File: config.mk
export PLATFORM = sky130hd
export DESIGN_NAME = cdr_bank
export DESIGN_NICKNAME = d
export VERILOG_FILES = /design/src/rtl/cdr_pkg.sv /design/src/rtl/cdr_bank.sv
export VERILOG_INCLUDE_DIRS = /design/src /design/src/rtl
export SDC_FILE = /design/constraint.sdc
export NUM_CORES = 1
export LEC_CHECK = 0
export BUFFER_PORTS_ARGS = -buffer_cell sky130_fd_sc_hd__clkbuf_2
export CAP_MARGIN = 25
export CORE_MARGIN = 2
export CORE_UTILIZATION = 35
export CTS_CLUSTER_SIZE = 10
export DETAILED_ROUTE_END_ITERATION = 6
export GPL_TIMING_DRIVEN = 0
export MAX_ROUTING_LAYER = met4
export PLACE_DENSITY = 0.58
export SYNTH_ARGS = -nofsm -noshare
export SYNTH_HDL_FRONTEND = slang
export SYNTH_SLANG_ARGS = --single-unit
File: constraint.sdc
create_clock -name ref_clk_i -period 11.7 [get_ports ref_clk_i]
set_clock_uncertainty 0.2 [all_clocks]
set_input_delay 1.17 -clock ref_clk_i [delete_from_list [all_inputs] [get_ports ref_clk_i]]
set_output_delay 1.17 -clock ref_clk_i [all_outputs]
set_load 0.005 [all_outputs]
File: src/rtl/cdr_cfg.svh
// offsets, field positions and reset values of the console register bank
`ifndef CDR_CFG_SVH
`define CDR_CFG_SVH

// console slots: byte address bits 7:3 select a 64-bit slot, bits 2:0 the byte
`define CDR_SLOT_ADDR 5'h00
`define CDR_SLOT_DATA 5'h01
`define CDR_SLOT_BOOT 5'h03
`define CDR_SLOT_MUX 5'h04
`define CDR_SLOT_DISKC 5'h05
`define CDR_SLOT_DISKD 5'h06
`define CDR_SLOT_DEBUG_CONTROL_STATUS 5'h07
`define CDR_SLOT_BAR 5'h08
`define CDR_SLOT_BMR 5'h09
`define CDR_SLOT_TRACE 5'h0a
`define CDR_TRACE_POP_ADDR 8'h57

// field positions, vector index (bit 0 is the least significant bit)
`define CDR_MUX_LOOP_BIT 16
`define CDR_DEBUG_CONTROL_STATUS_BRK_BYTE 3'h1
`define CDR_DEBUG_CONTROL_STATUS_BRK_LSB 6
`define CDR_DEBUG_CONTROL_STATUS_TR_BYTE 3'h0
`define CDR_DEBUG_CONTROL_STATUS_TR_LSB 6
`define CDR_DEBUG_CONTROL_STATUS_CLR_BIT 0
`define CDR_BUS_IO_BIT 25

// boot instruction register io address, low 22 address bits
`define CDR_BOOT_IO_ADDR 22'h1_0000

// reset values
`define CDR_RST_36 36'h0_0000_0000
`define CDR_RST_64 64'h0000_0000_0000_0000

// trace buffer
`define CDR_TRACE_AW 4
`define CDR_TRACE_DEPTH 5'h10

`endif

File: src/rtl/cdr_pkg.sv
// types of the console register bank
package cdr_pkg;

    typedef enum logic [1:0] {
        BRK_OFF = 2'b00,
        BRK_MATCH = 2'b01,
        BRK_FULL = 2'b10,
        BRK_RSVD = 2'b11
    } cdr_brk_mode_t;

    typedef enum logic [1:0] {
        TR_OFF = 2'b00,
        TR_MATCH = 2'b01,
        TR_ALWAYS = 2'b10,
        TR_RSVD = 2'b11
    } cdr_trace_mode_t;

    typedef struct packed {
        logic valid;
        logic cpu;
        logic [35:0] addr;
    } cdr_bus_t;

    typedef struct packed {
        logic [17:0] pc;
        logic [35:0] ir;
    } cdr_trace_entry_t;

    // drive 0 lamp first so it lands in the highest lamp bit
    typedef struct packed {
        logic [7:0] card_state;
        logic [7:0] sd_fault_code;
        logic [7:0] sd_fault_detail;
        logic [7:0] disk_write_tally;
        logic [7:0] disk_read_tally;
        logic [0:7] drive_activity_lamp;
    } cdr_disk_dbg_t;

    typedef struct packed {
        logic [7:0] drive_enabled;
        logic [7:0] drive_present;
        logic [7:0] card_inserted;
        logic [7:0] write_protect;
    } cdr_disk_ctl_t;

endpackage : cdr_pkg

File: src/rtl/cdr_bank.sv
// console-side register bank with breakpoint and instruction trace logic
`timescale 1ns/1ps
`default_nettype none
`include "cdr_cfg.svh"

// Summary of operation
// - data register feeds writes, captures read data
// - address register drives backplane address unchanged
// - boot instruction readable at io address
// - boot instruction accepts any value
// - loopback bit joins transmit to receive
// - carrier sense shows in modem status high
// - ring indication shows in modem status low
// - unused control bits are plain storage
// - disk control holds four per-drive fields
// - disk debug reports state, faults, tallies
// - disk debug zeros middle, shows drive lamps
// - breakpoint mode off, match, or full
// - trace mode off, on match, or always
// - capturing flag while acquiring, cleared by clear
// - full flag at capacity, zero after reset
// - empty flag when vacant, one after reset
// - clear bit empties buffer, reads zero
// - halt processor on masked address match
// - only processor cycles, never direct memory access
// - breakpoint address holds flags and address
// - mask bit set includes bit in compare
// - trace fifo stores pc and ir; read advances
// - little-endian bytes, one 64-bit slot each
// - console writes synchronized, reads synchronized and registered
module cdr_bank
    import cdr_pkg::*;
(
    // clock, reset, enable
    input wire logic ref_clk_i,
    input wire logic rstn_i,
    input wire logic ce_i,
    // console microcontroller bus
    input wire logic [7:0] con_addr_i,
    input wire logic [7:0] con_data_i,
    output logic [7:0] con_data_o,
    output logic con_data_oe_o,
    input wire logic con_rd_n_i,
    input wire logic con_wr_n_i,
    input wire logic con_ble_n_i,
    input wire logic con_bhe_n_i,
    // console transaction engine
    input wire logic xfer_done_i,
    input wire logic xfer_read_i,
    input wire logic [35:0] xfer_rdata_i,
    output logic [35:0] con_bus_addr_o,
    output logic [35:0] con_wdata_o,
    // backplane watch and boot instruction io read
    input wire cdr_bus_t bus_i,
    input wire logic io_rd_i,
    output logic [35:0] io_rdata_o,
    output logic io_ack_o,
    output logic brk_halt_o,
    // executed instruction stream
    input wire logic instr_exec_i,
    input wire cdr_trace_entry_t trace_i,
    // terminal multiplexer
    input wire logic mux_txd_i,
    input wire logic line_rxd_i,
    output logic mux_rxd_o,
    output logic line_txd_o,
    output logic [15:0] modem_status_o,
    // disk controller
    input wire cdr_disk_dbg_t disk_dbg_i,
    output var cdr_disk_ctl_t disk_ctl_o
);

    function automatic logic [63:0] cdr_put_byte(input logic [63:0] old,
                                                 input logic [2:0] k,
                                                 input logic [7:0] d);
        logic [63:0] v;
        v = old;
        v[{k, 3'b000} +: 8] = d;
        return v;
    endfunction : cdr_put_byte

    function automatic logic [7:0] cdr_get_byte(input logic [63:0] v,
                                                input logic [2:0] k);
        return v[{k, 3'b000} +: 8];
    endfunction : cdr_get_byte

    logic [1:0] rst_q;
    logic rst_n;
    logic [19:0] pin_meta;
    logic [19:0] pin_s;
    logic rd_prev;
    logic wr_prev;
    logic [1:0] rxd_q;
    logic [35:0] addr_r;
    logic [35:0] data_r;
    logic [35:0] boot_r;
    logic [63:0] mux_r;
    logic [63:0] diskc_r;
    logic [35:0] bar_r;
    logic [35:0] bmr_r;
    cdr_brk_mode_t brk_mode_r;
    cdr_trace_mode_t trace_mode_r;
    logic capturing_r;
    logic full_r;
    logic empty_r;
    logic armed_r;
    logic stop_r;
    logic [`CDR_TRACE_AW:0] count_r;
    logic [`CDR_TRACE_AW:0] count_nxt;
    logic [`CDR_TRACE_AW-1:0] wr_ptr_r;
    logic [`CDR_TRACE_AW-1:0] rd_ptr_r;
    cdr_trace_entry_t trace_mem [0:(1 << `CDR_TRACE_AW)-1];
    logic [7:0] s_addr;
    logic [7:0] s_data;
    logic s_rd_n;
    logic s_wr_n;
    logic s_ble_n;
    logic s_bhe_n;
    logic [4:0] slot;
    logic [2:0] bsel;
    logic wr_stb;
    logic pop;
    logic push;
    logic clr;
    logic match;
    logic cpu_match;
    logic trig;
    logic boot_hit;
    logic [63:0] slot_val;
    logic [35:0] debug_control_status_val;

    // reset release through two flops
    always_ff @(posedge ref_clk_i or negedge rstn_i)
    begin
        if (!rstn_i)
            rst_q <= 2'b00;
        else
            rst_q <= {rst_q[0], 1'b1};
    end
    assign rst_n = rst_q[1];

    // console pins are asynchronous; only the second stage is used
    always_ff @(posedge ref_clk_i or negedge rst_n)
    begin
        if (!rst_n)
        begin
            pin_meta <= 20'hf_0000;
            pin_s <= 20'hf_0000;
            rd_prev <= 1'b1;
            wr_prev <= 1'b1;
            rxd_q <= 2'b11;
        end
        else if (ce_i)
        begin
            pin_meta <= {con_rd_n_i, con_wr_n_i, con_ble_n_i, con_bhe_n_i,
                         con_addr_i, con_data_i};
            pin_s <= pin_meta;
            rd_prev <= s_rd_n;
            wr_prev <= s_wr_n;
            rxd_q <= {rxd_q[0], line_rxd_i};
        end
    end
    assign {s_rd_n, s_wr_n, s_ble_n, s_bhe_n, s_addr, s_data} = pin_s;
    assign slot = s_addr[7:3];
    assign bsel = s_addr[2:0];
    // one write per falling write strobe with a byte lane enabled
    assign wr_stb = ce_i && wr_prev && !s_wr_n && (!s_ble_n || !s_bhe_n);
    assign pop = ce_i && !rd_prev && s_rd_n && (s_addr == `CDR_TRACE_POP_ADDR)
                 && !empty_r;
    assign clr = wr_stb && (slot == `CDR_SLOT_DEBUG_CONTROL_STATUS) && (bsel == `CDR_DEBUG_CONTROL_STATUS_TR_BYTE)
                 && s_data[`CDR_DEBUG_CONTROL_STATUS_CLR_BIT];

    always_ff @(posedge ref_clk_i or negedge rst_n)
    begin
        if (!rst_n)
            addr_r <= `CDR_RST_36;
        else if (wr_stb && slot == `CDR_SLOT_ADDR)
            addr_r <= 36'(cdr_put_byte(64'(addr_r), bsel, s_data));
    end
    assign con_bus_addr_o = addr_r;

    // returned read data wins: software must not write while busy
    always_ff @(posedge ref_clk_i or negedge rst_n)
    begin
        if (!rst_n)
            data_r <= `CDR_RST_36;
        else if (ce_i && xfer_done_i && xfer_read_i)
            data_r <= xfer_rdata_i;
        else if (wr_stb && slot == `CDR_SLOT_DATA)
            data_r <= 36'(cdr_put_byte(64'(data_r), bsel, s_data));
    end
    assign con_wdata_o = data_r;

    always_ff @(posedge ref_clk_i or negedge rst_n)
    begin
        if (!rst_n)
            boot_r <= `CDR_RST_36;
        else if (wr_stb && slot == `CDR_SLOT_BOOT)
            boot_r <= 36'(cdr_put_byte(64'(boot_r), bsel, s_data));
    end

    assign boot_hit = io_rd_i && bus_i.addr[`CDR_BUS_IO_BIT]
                      && (bus_i.addr[21:0] == `CDR_BOOT_IO_ADDR);
    always_ff @(posedge ref_clk_i or negedge rst_n)
    begin
        if (!rst_n)
        begin
            io_ack_o <= 1'b0;
            io_rdata_o <= `CDR_RST_36;
        end
        else if (ce_i)
        begin
            io_ack_o <= boot_hit;
            io_rdata_o <= boot_hit ? boot_r : `CDR_RST_36;
        end
    end

    always_ff @(posedge ref_clk_i or negedge rst_n)
    begin
        if (!rst_n)
            mux_r <= `CDR_RST_64;
        else if (wr_stb && slot == `CDR_SLOT_MUX)
            mux_r <= cdr_put_byte(mux_r, bsel, s_data);
    end
    assign modem_status_o = mux_r[15:0];

    // line held idle while looped so nothing leaks to the far end
    always_ff @(posedge ref_clk_i or negedge rst_n)
    begin
        if (!rst_n)
        begin
            mux_rxd_o <= 1'b1;
            line_txd_o <= 1'b1;
        end
        else if (ce_i)
        begin
            mux_rxd_o <= mux_r[`CDR_MUX_LOOP_BIT] ? mux_txd_i : rxd_q[1];
            line_txd_o <= mux_r[`CDR_MUX_LOOP_BIT] ? 1'b1 : mux_txd_i;
        end
    end

    always_ff @(posedge ref_clk_i or negedge rst_n)
    begin
        if (!rst_n)
            diskc_r <= `CDR_RST_64;
        else if (wr_stb && slot == `CDR_SLOT_DISKC)
            diskc_r <= cdr_put_byte(diskc_r, bsel, s_data);
    end
    assign disk_ctl_o = diskc_r[31:0];

    always_ff @(posedge ref_clk_i or negedge rst_n)
    begin
        if (!rst_n)
        begin
            bar_r <= `CDR_RST_36;
            bmr_r <= `CDR_RST_36;
        end
        else if (wr_stb)
        begin
            if (slot == `CDR_SLOT_BAR)
                bar_r <= 36'(cdr_put_byte(64'(bar_r), bsel, s_data));
            if (slot == `CDR_SLOT_BMR)
                bmr_r <= 36'(cdr_put_byte(64'(bmr_r), bsel, s_data));
        end
    end

    always_ff @(posedge ref_clk_i or negedge rst_n)
    begin
        if (!rst_n)
        begin
            brk_mode_r <= BRK_OFF;
            trace_mode_r <= TR_OFF;
        end
        else if (wr_stb && slot == `CDR_SLOT_DEBUG_CONTROL_STATUS)
        begin
            if (bsel == `CDR_DEBUG_CONTROL_STATUS_BRK_BYTE)
                brk_mode_r <= cdr_brk_mode_t'(s_data[`CDR_DEBUG_CONTROL_STATUS_BRK_LSB +: 2]);
            if (bsel == `CDR_DEBUG_CONTROL_STATUS_TR_BYTE)
                trace_mode_r <= cdr_trace_mode_t'(s_data[`CDR_DEBUG_CONTROL_STATUS_TR_LSB +: 2]);
        end
    end

    // mask bit set keeps that bit in the compare
    assign match = ~|((bus_i.addr ^ bar_r) & bmr_r);
    assign cpu_match = bus_i.valid && bus_i.cpu && match;

    always_ff @(posedge ref_clk_i or negedge rst_n)
    begin
        if (!rst_n)
            brk_halt_o <= 1'b0;
        else if (ce_i)
            brk_halt_o <= ((brk_mode_r == BRK_MATCH) && cpu_match)
                          || ((brk_mode_r == BRK_FULL) && full_r);
    end

    // reserved modes behave as off
    assign trig = !stop_r && ((trace_mode_r == TR_ALWAYS)
                  || ((trace_mode_r == TR_MATCH) && (armed_r || cpu_match)));
    assign push = ce_i && !clr && trig && instr_exec_i && !full_r;
    assign count_nxt = clr ? '0 : (count_r + (`CDR_TRACE_AW+1)'(push)
                                  - (`CDR_TRACE_AW+1)'(pop));

    always_ff @(posedge ref_clk_i or negedge rst_n)
    begin
        if (!rst_n)
        begin
            armed_r <= 1'b0;
            stop_r <= 1'b0;
        end
        else if (clr)
        begin
            armed_r <= 1'b0;
            stop_r <= 1'b0;
        end
        else if (ce_i)
        begin
            if (trace_mode_r == TR_MATCH && cpu_match)
                armed_r <= 1'b1;
            if (count_nxt == `CDR_TRACE_DEPTH)
                stop_r <= 1'b1;
        end
    end

    // clear wins over acquisition in the same cycle
    always_ff @(posedge ref_clk_i or negedge rst_n)
    begin
        if (!rst_n)
        begin
            count_r <= '0;
            full_r <= 1'b0;
            empty_r <= 1'b1;
            capturing_r <= 1'b0;
        end
        else if (ce_i)
        begin
            count_r <= count_nxt;
            full_r <= (count_nxt == `CDR_TRACE_DEPTH);
            empty_r <= (count_nxt == '0);
            capturing_r <= !clr && trig && (count_nxt != `CDR_TRACE_DEPTH);
        end
    end

    always_ff @(posedge ref_clk_i or negedge rst_n)
    begin
        if (!rst_n)
        begin
            wr_ptr_r <= '0;
            rd_ptr_r <= '0;
        end
        else if (clr)
        begin
            wr_ptr_r <= '0;
            rd_ptr_r <= '0;
        end
        else
        begin
            if (push)
                wr_ptr_r <= wr_ptr_r + 1'b1;
            if (pop)
                rd_ptr_r <= rd_ptr_r + 1'b1;
        end
    end

    // storage only, no reset needed
    always_ff @(posedge ref_clk_i)
    begin
        if (push)
            trace_mem[wr_ptr_r] <= trace_i;
    end

    // clear bit reads as zero
    assign debug_control_status_val = {20'h0_0000, brk_mode_r, 6'h00, trace_mode_r, 2'b00,
                       capturing_r, full_r, empty_r, 1'b0};

    always_comb
    begin
        slot_val = `CDR_RST_64;
        case (slot)
            `CDR_SLOT_ADDR: slot_val = 64'(addr_r);
            `CDR_SLOT_DATA: slot_val = 64'(data_r);
            `CDR_SLOT_BOOT: slot_val = 64'(boot_r);
            `CDR_SLOT_MUX: slot_val = mux_r;
            `CDR_SLOT_DISKC: slot_val = diskc_r;
            `CDR_SLOT_DISKD: slot_val = {disk_dbg_i.card_state, disk_dbg_i.sd_fault_code,
                                        disk_dbg_i.sd_fault_detail,
                                        disk_dbg_i.disk_write_tally,
                                        disk_dbg_i.disk_read_tally, 16'h0000,
                                        disk_dbg_i.drive_activity_lamp};
            `CDR_SLOT_DEBUG_CONTROL_STATUS: slot_val = 64'(debug_control_status_val);
            `CDR_SLOT_BAR: slot_val = 64'(bar_r);
            `CDR_SLOT_BMR: slot_val = 64'(bmr_r);
            `CDR_SLOT_TRACE: slot_val = {10'h000, trace_mem[rd_ptr_r]};
            default: slot_val = `CDR_RST_64;
        endcase
    end

    // read path is pure decode; registering it costs one cycle of latency
    always_ff @(posedge ref_clk_i or negedge rst_n)
    begin
        if (!rst_n)
        begin
            con_data_o <= 8'h00;
            con_data_oe_o <= 1'b0;
        end
        else if (ce_i)
        begin
            con_data_o <= cdr_get_byte(slot_val, bsel);
            con_data_oe_o <= !s_rd_n;
        end
    end
endmodule : cdr_bank
`default_nettype wire

==> impl_metrics.py <==
metrics = {
    "status": {
        "outcome": "complete, but fails checks",
        "violations": "DRC",
    },
    "setup_path": {
        "worstSetupStartpointType": "flop",
        "cp_top_family": "buffers and inverters",
        "crit_type": "flop to flop",
        "critPathRequiredTime_ns": 12.22,
        "r2r_end": "capturing_r",
        "crit_cells": 22,
        "cpPeakStageDelay_ns": 0.66,
        "r2r_setup_slack_ns": 6.06,
        "crit_path_end_kind": "flop",
        "crit_start": "pin_s[8]",
        "r2r_cells": 22,
        "worstReg2RegStart": "pin_s[8]",
        "crit_path_max_fanout": 10,
        "cp_common_cell": "ha_1",
        "crit_chain": "clkinv_1 -> clkbuf_1 -> ha_1 -> ha_1 -> clkbuf_1 -> nand3_2 -> nor2_1 -> or4_4 -> nor2_2 -> inv_2 -> ha_1 -> inv_1 -> ha_1 -> inv_1 -> fa_1 -> inv_1 -> a21o_1 -> a21oi_1 -> xnor2_1 -> nor2_1 -> a2111oi_0 -> mux2_2",
        "cp_num_buf_inv": 7,
        "worstPathArrival_ns": 6.15,
        "slowest_stage": "clkbuf_1",
        "crit_end": "capturing_r",
    },
    "sta": {
        "finalSetupViolations": 0,
        "worst_slew_pin_slew_ns": 1.18,
        "whs_ns": 0.159,
        "slew_headroom_pct": 21.2,
        "rsz0062_at_grt": "no",
        "hold_viol_final": 0,
        "drv_slew": 0,
        "finalWorstPathRequiredPeriod_ns": 5.64,
        "fmax_mhz": 177,
        "fin_crit_sh_pct": 48.2,
        "tns_ns": 0,
    },
    "placed_design": {
        "portBuffers": 373,
        "place_congestion": 0.975,
        "placed_cells_incl_taps": 5645,
        "dp_hpwl_um": 153000,
    },
    "power": {
        "p_switching_mw": 2.53,
        "vdd.ir_drop.worst_uv": 161,
        "clkPwrFrac_pct": 41.4,
        "seqPwrFrac_pct": 49.9,
        "p_leak_nw": 23.9,
        "p_total_mw": 10.1,
        "p_int_mw": 7.60,
        "p_sw_share_pct": 25.0,
        "p_per_area_nw_per_um2": 159,
        "p_comb_share_pct": 8.6,
    },
    "global_routing": {
        "grt_pass1_vias": 32900,
        "overflow": 0,
        "antenna_found_initial": 33,
        "grt_pass1_wl_um": 283000,
        "grtUsageTotal_pct": 27.2,
        "grt_max_degree": 68,
    },
    "clock_network": {
        "cts.sinks": 1289,
        "path_clk_slew_ns": 0.06,
        "root_buffer": "clkbuf_16",
        "cts_tree": "done",
        "cts_max_level": 4,
        "cts_setup_buffers": 0,
        "cts_buffers": 149,
        "cts.path.max_buffers": 3,
        "clock_latency_ns": 0.78,
    },
    "floorplan": {
        "dieArea_um2": 156000,
        "core_area_um2": 152000,
        "start_util_pct": 35.2,
        "die_h_um": 395,
        "pin_count": 374,
        "row_count": 143,
        "die_x_um": 395,
    },
    "flow_run": {
        "max-cap-violations": 0,
    },
    "cells_and_area": {
        "layout-drive-gt1-share_pct": 37.0,
        "area_growth_pct": 18.8,
        "num-nets-final": 3989,
        "finalNonFillerCells": 5877,
        "fillers": 13700,
    },
    "yosys": {
        "synth_seq_cells": 1289,
        "synth_nets": 3349,
        "synthFlopType": "edfxtp_1",
        "synth_cell_types": 94,
        "yosysWarnings": 0,
        "synthCells": 3129,
        "yosysTopAreaCell": "edfxtp_1",
        "avgSynthCellArea_um2": 17.1,
        "ys_async_sr_fraction_pct": 33.0,
        "yosys-top-cells-area": "edfxtp_1 (48%), dfrtp_1 (19%), mux4_2 (9.2%), mux2_2 (6.2%), a22oi_1 (1.9%)",
        "ys_top_cells_by_count": "edfxtp_1 (864), dfrtp_1 (410), mux2_2 (295)",
        "synth-edff-count": 864,
        "synth_area_um2": 53500,
        "yosysTopAreaCellShare_pct": 48.5,
        "ys_seq_area_share_pct": 68.4,
        "yosysMostFrequentCell": "edfxtp_1",
    },
    "hold_path": {
        "hold_class": "flop to flop",
    },
    "drt": {
        "vias": 34200,
        "dr.pass1.iters": 7,
        "drcViolationCount": 9,
        "detail-route-antenna-nets": 0,
        "drtIter0Drc": 4749,
        "wl_per_cell_um": 35.5,
        "routed_wl_um": 209000,
        "avgViaCountPerCell": 5.82,
    },
}
-- power groups by stage --
stage / clock (mW) / sequential [mW] / combinational (mW)
after global placement: 0 / 5.17 / 0.798
after detailed placement: 0 / 5.14 / 0.850
after CTS: 4.24 / 5.06 / 0.853
after global routing: 4.41 / 5.06 / 0.906
after floorplan: 0 / 5.11 / 0.382
final: 4.20 / 5.06 / 0.873
-- per-stage QoR --
stage               area, um^2  util (%)  setup WS [ns]
finish                   63600      41.8           6.06
global route             63600      41.8           5.80
CTS                      63500      41.8           6.15
detailed placement       59300      39.0           5.59
global placement         57900      38.1          -7.55
floorplan                53500         -           3.07
-- sequential cells by signal (all words and copies together) (netlist names), 2 cells and up --
name	cells
rst_q	2
pin_s	20
bmr_r	36
brk_mode_r	2
boot_r	36
count_r	5
pin_meta	20
con_data_o	8
wr_ptr_r	4
rd_ptr_r	4
bar_r	36
rxd_q	2
trace_mem	864
mux_r	64
con_wdata_o	36
io_rdata_o	36
con_bus_addr_o	36
diskc_r	64
trace_mode_r	2
-- layout make-up --
class	count	area, um^2	share of cell area [%]
diodes	22	55.1	0.0866
clock buffers	197	4010	6.31
flip-flops and latches	1289	36600	57.6
well taps	2030	2540	4.00
plain buffers	242	1450	2.27
repair buffers	489	3210	5.05
inverters	26	97.6	0.154
multi-input cells	1572	15400	24.3
clock inverters	10	146	0.230
-- routing by layer --
metal / GRT usage, % / routed length, um
met3: 7.56 / 22100
met1: 35.2 / 83000
met5: - / 0
met2: 40.7 / 95900
met4: 10.2 / 7890
-- how the worst min path moves through the flow --
| stage | startpoint | end | slack [ns] | cells after the start |
|---|---|---|---|---|
| after floorplan | rst_q[0] | rst_q[1] | 0.13 | 0 |
| after global routing | rst_q[0] | rst_q[1] | 0.18 | 0 |
| after global placement | rst_q[0] | rst_q[1] | 0.14 | 0 |
| after CTS | rst_q[0] | rst_q[1] | 0.17 | 0 |
| after detailed placement | rst_q[0] | rst_q[1] | 0.14 | 0 |
| final | rst_q[0] | rst_q[1] | 0.16 | 0 |
-- cells in the final DEF, fill, tap and decap left out, drive strengths merged, types with 7 or more instances in the layout --
cell,n
mux4,219
diode,22
mux2i,62
a311oi,7
a222oi,11
a211oi,17
inv,27
a31oi,14
and2,14
nand4,24
o21ai,90
xor2,38
mux2,297
a2111oi,12
a221oi,24
a22o,55
buf,270
nand3b,8
nor2,57
edfxtp,864
nand2,199
dfrtp,410
nand3,41
ha,14
a22oi,133
nor4b,8
a31o,9
clkbuf,656
nor3b,7
nor4,10
a21oi,63
nor3,24
and3,27
dfstp,15
clkinv,9
-- logic make-up (layout without fill, tap and decap cells) --
| kind of cell | after synthesis | after routing | synth area share [%] |
|---|---|---|---|
| buffers and inverters | 268 | 964 | 2.88 |
| multiplexers | 578 | 578 | 16.6 |
| AND/OR/NAND/NOR | 450 | 450 | 4.51 |
| XOR/XNOR | 43 | 43 | 0.704 |
| flip-flops | 1289 | 1289 | 68.4 |
| AO/OA/AOI/OAI | 485 | 485 | 6.51 |
| other | 1 | 23 | 0.00701 |
| adder cells (fa/ha/maj) | 15 | 15 | 0.365 |
-- repair_timing --
action	4_1_cts	5_1_grt
gates resized for setup	0	0
endpoints found under the setup margin	0	0
hold buffers	1	0
hold endpoints to repair	2	0
No activity file was read; power rests on OpenSTA's default activity.
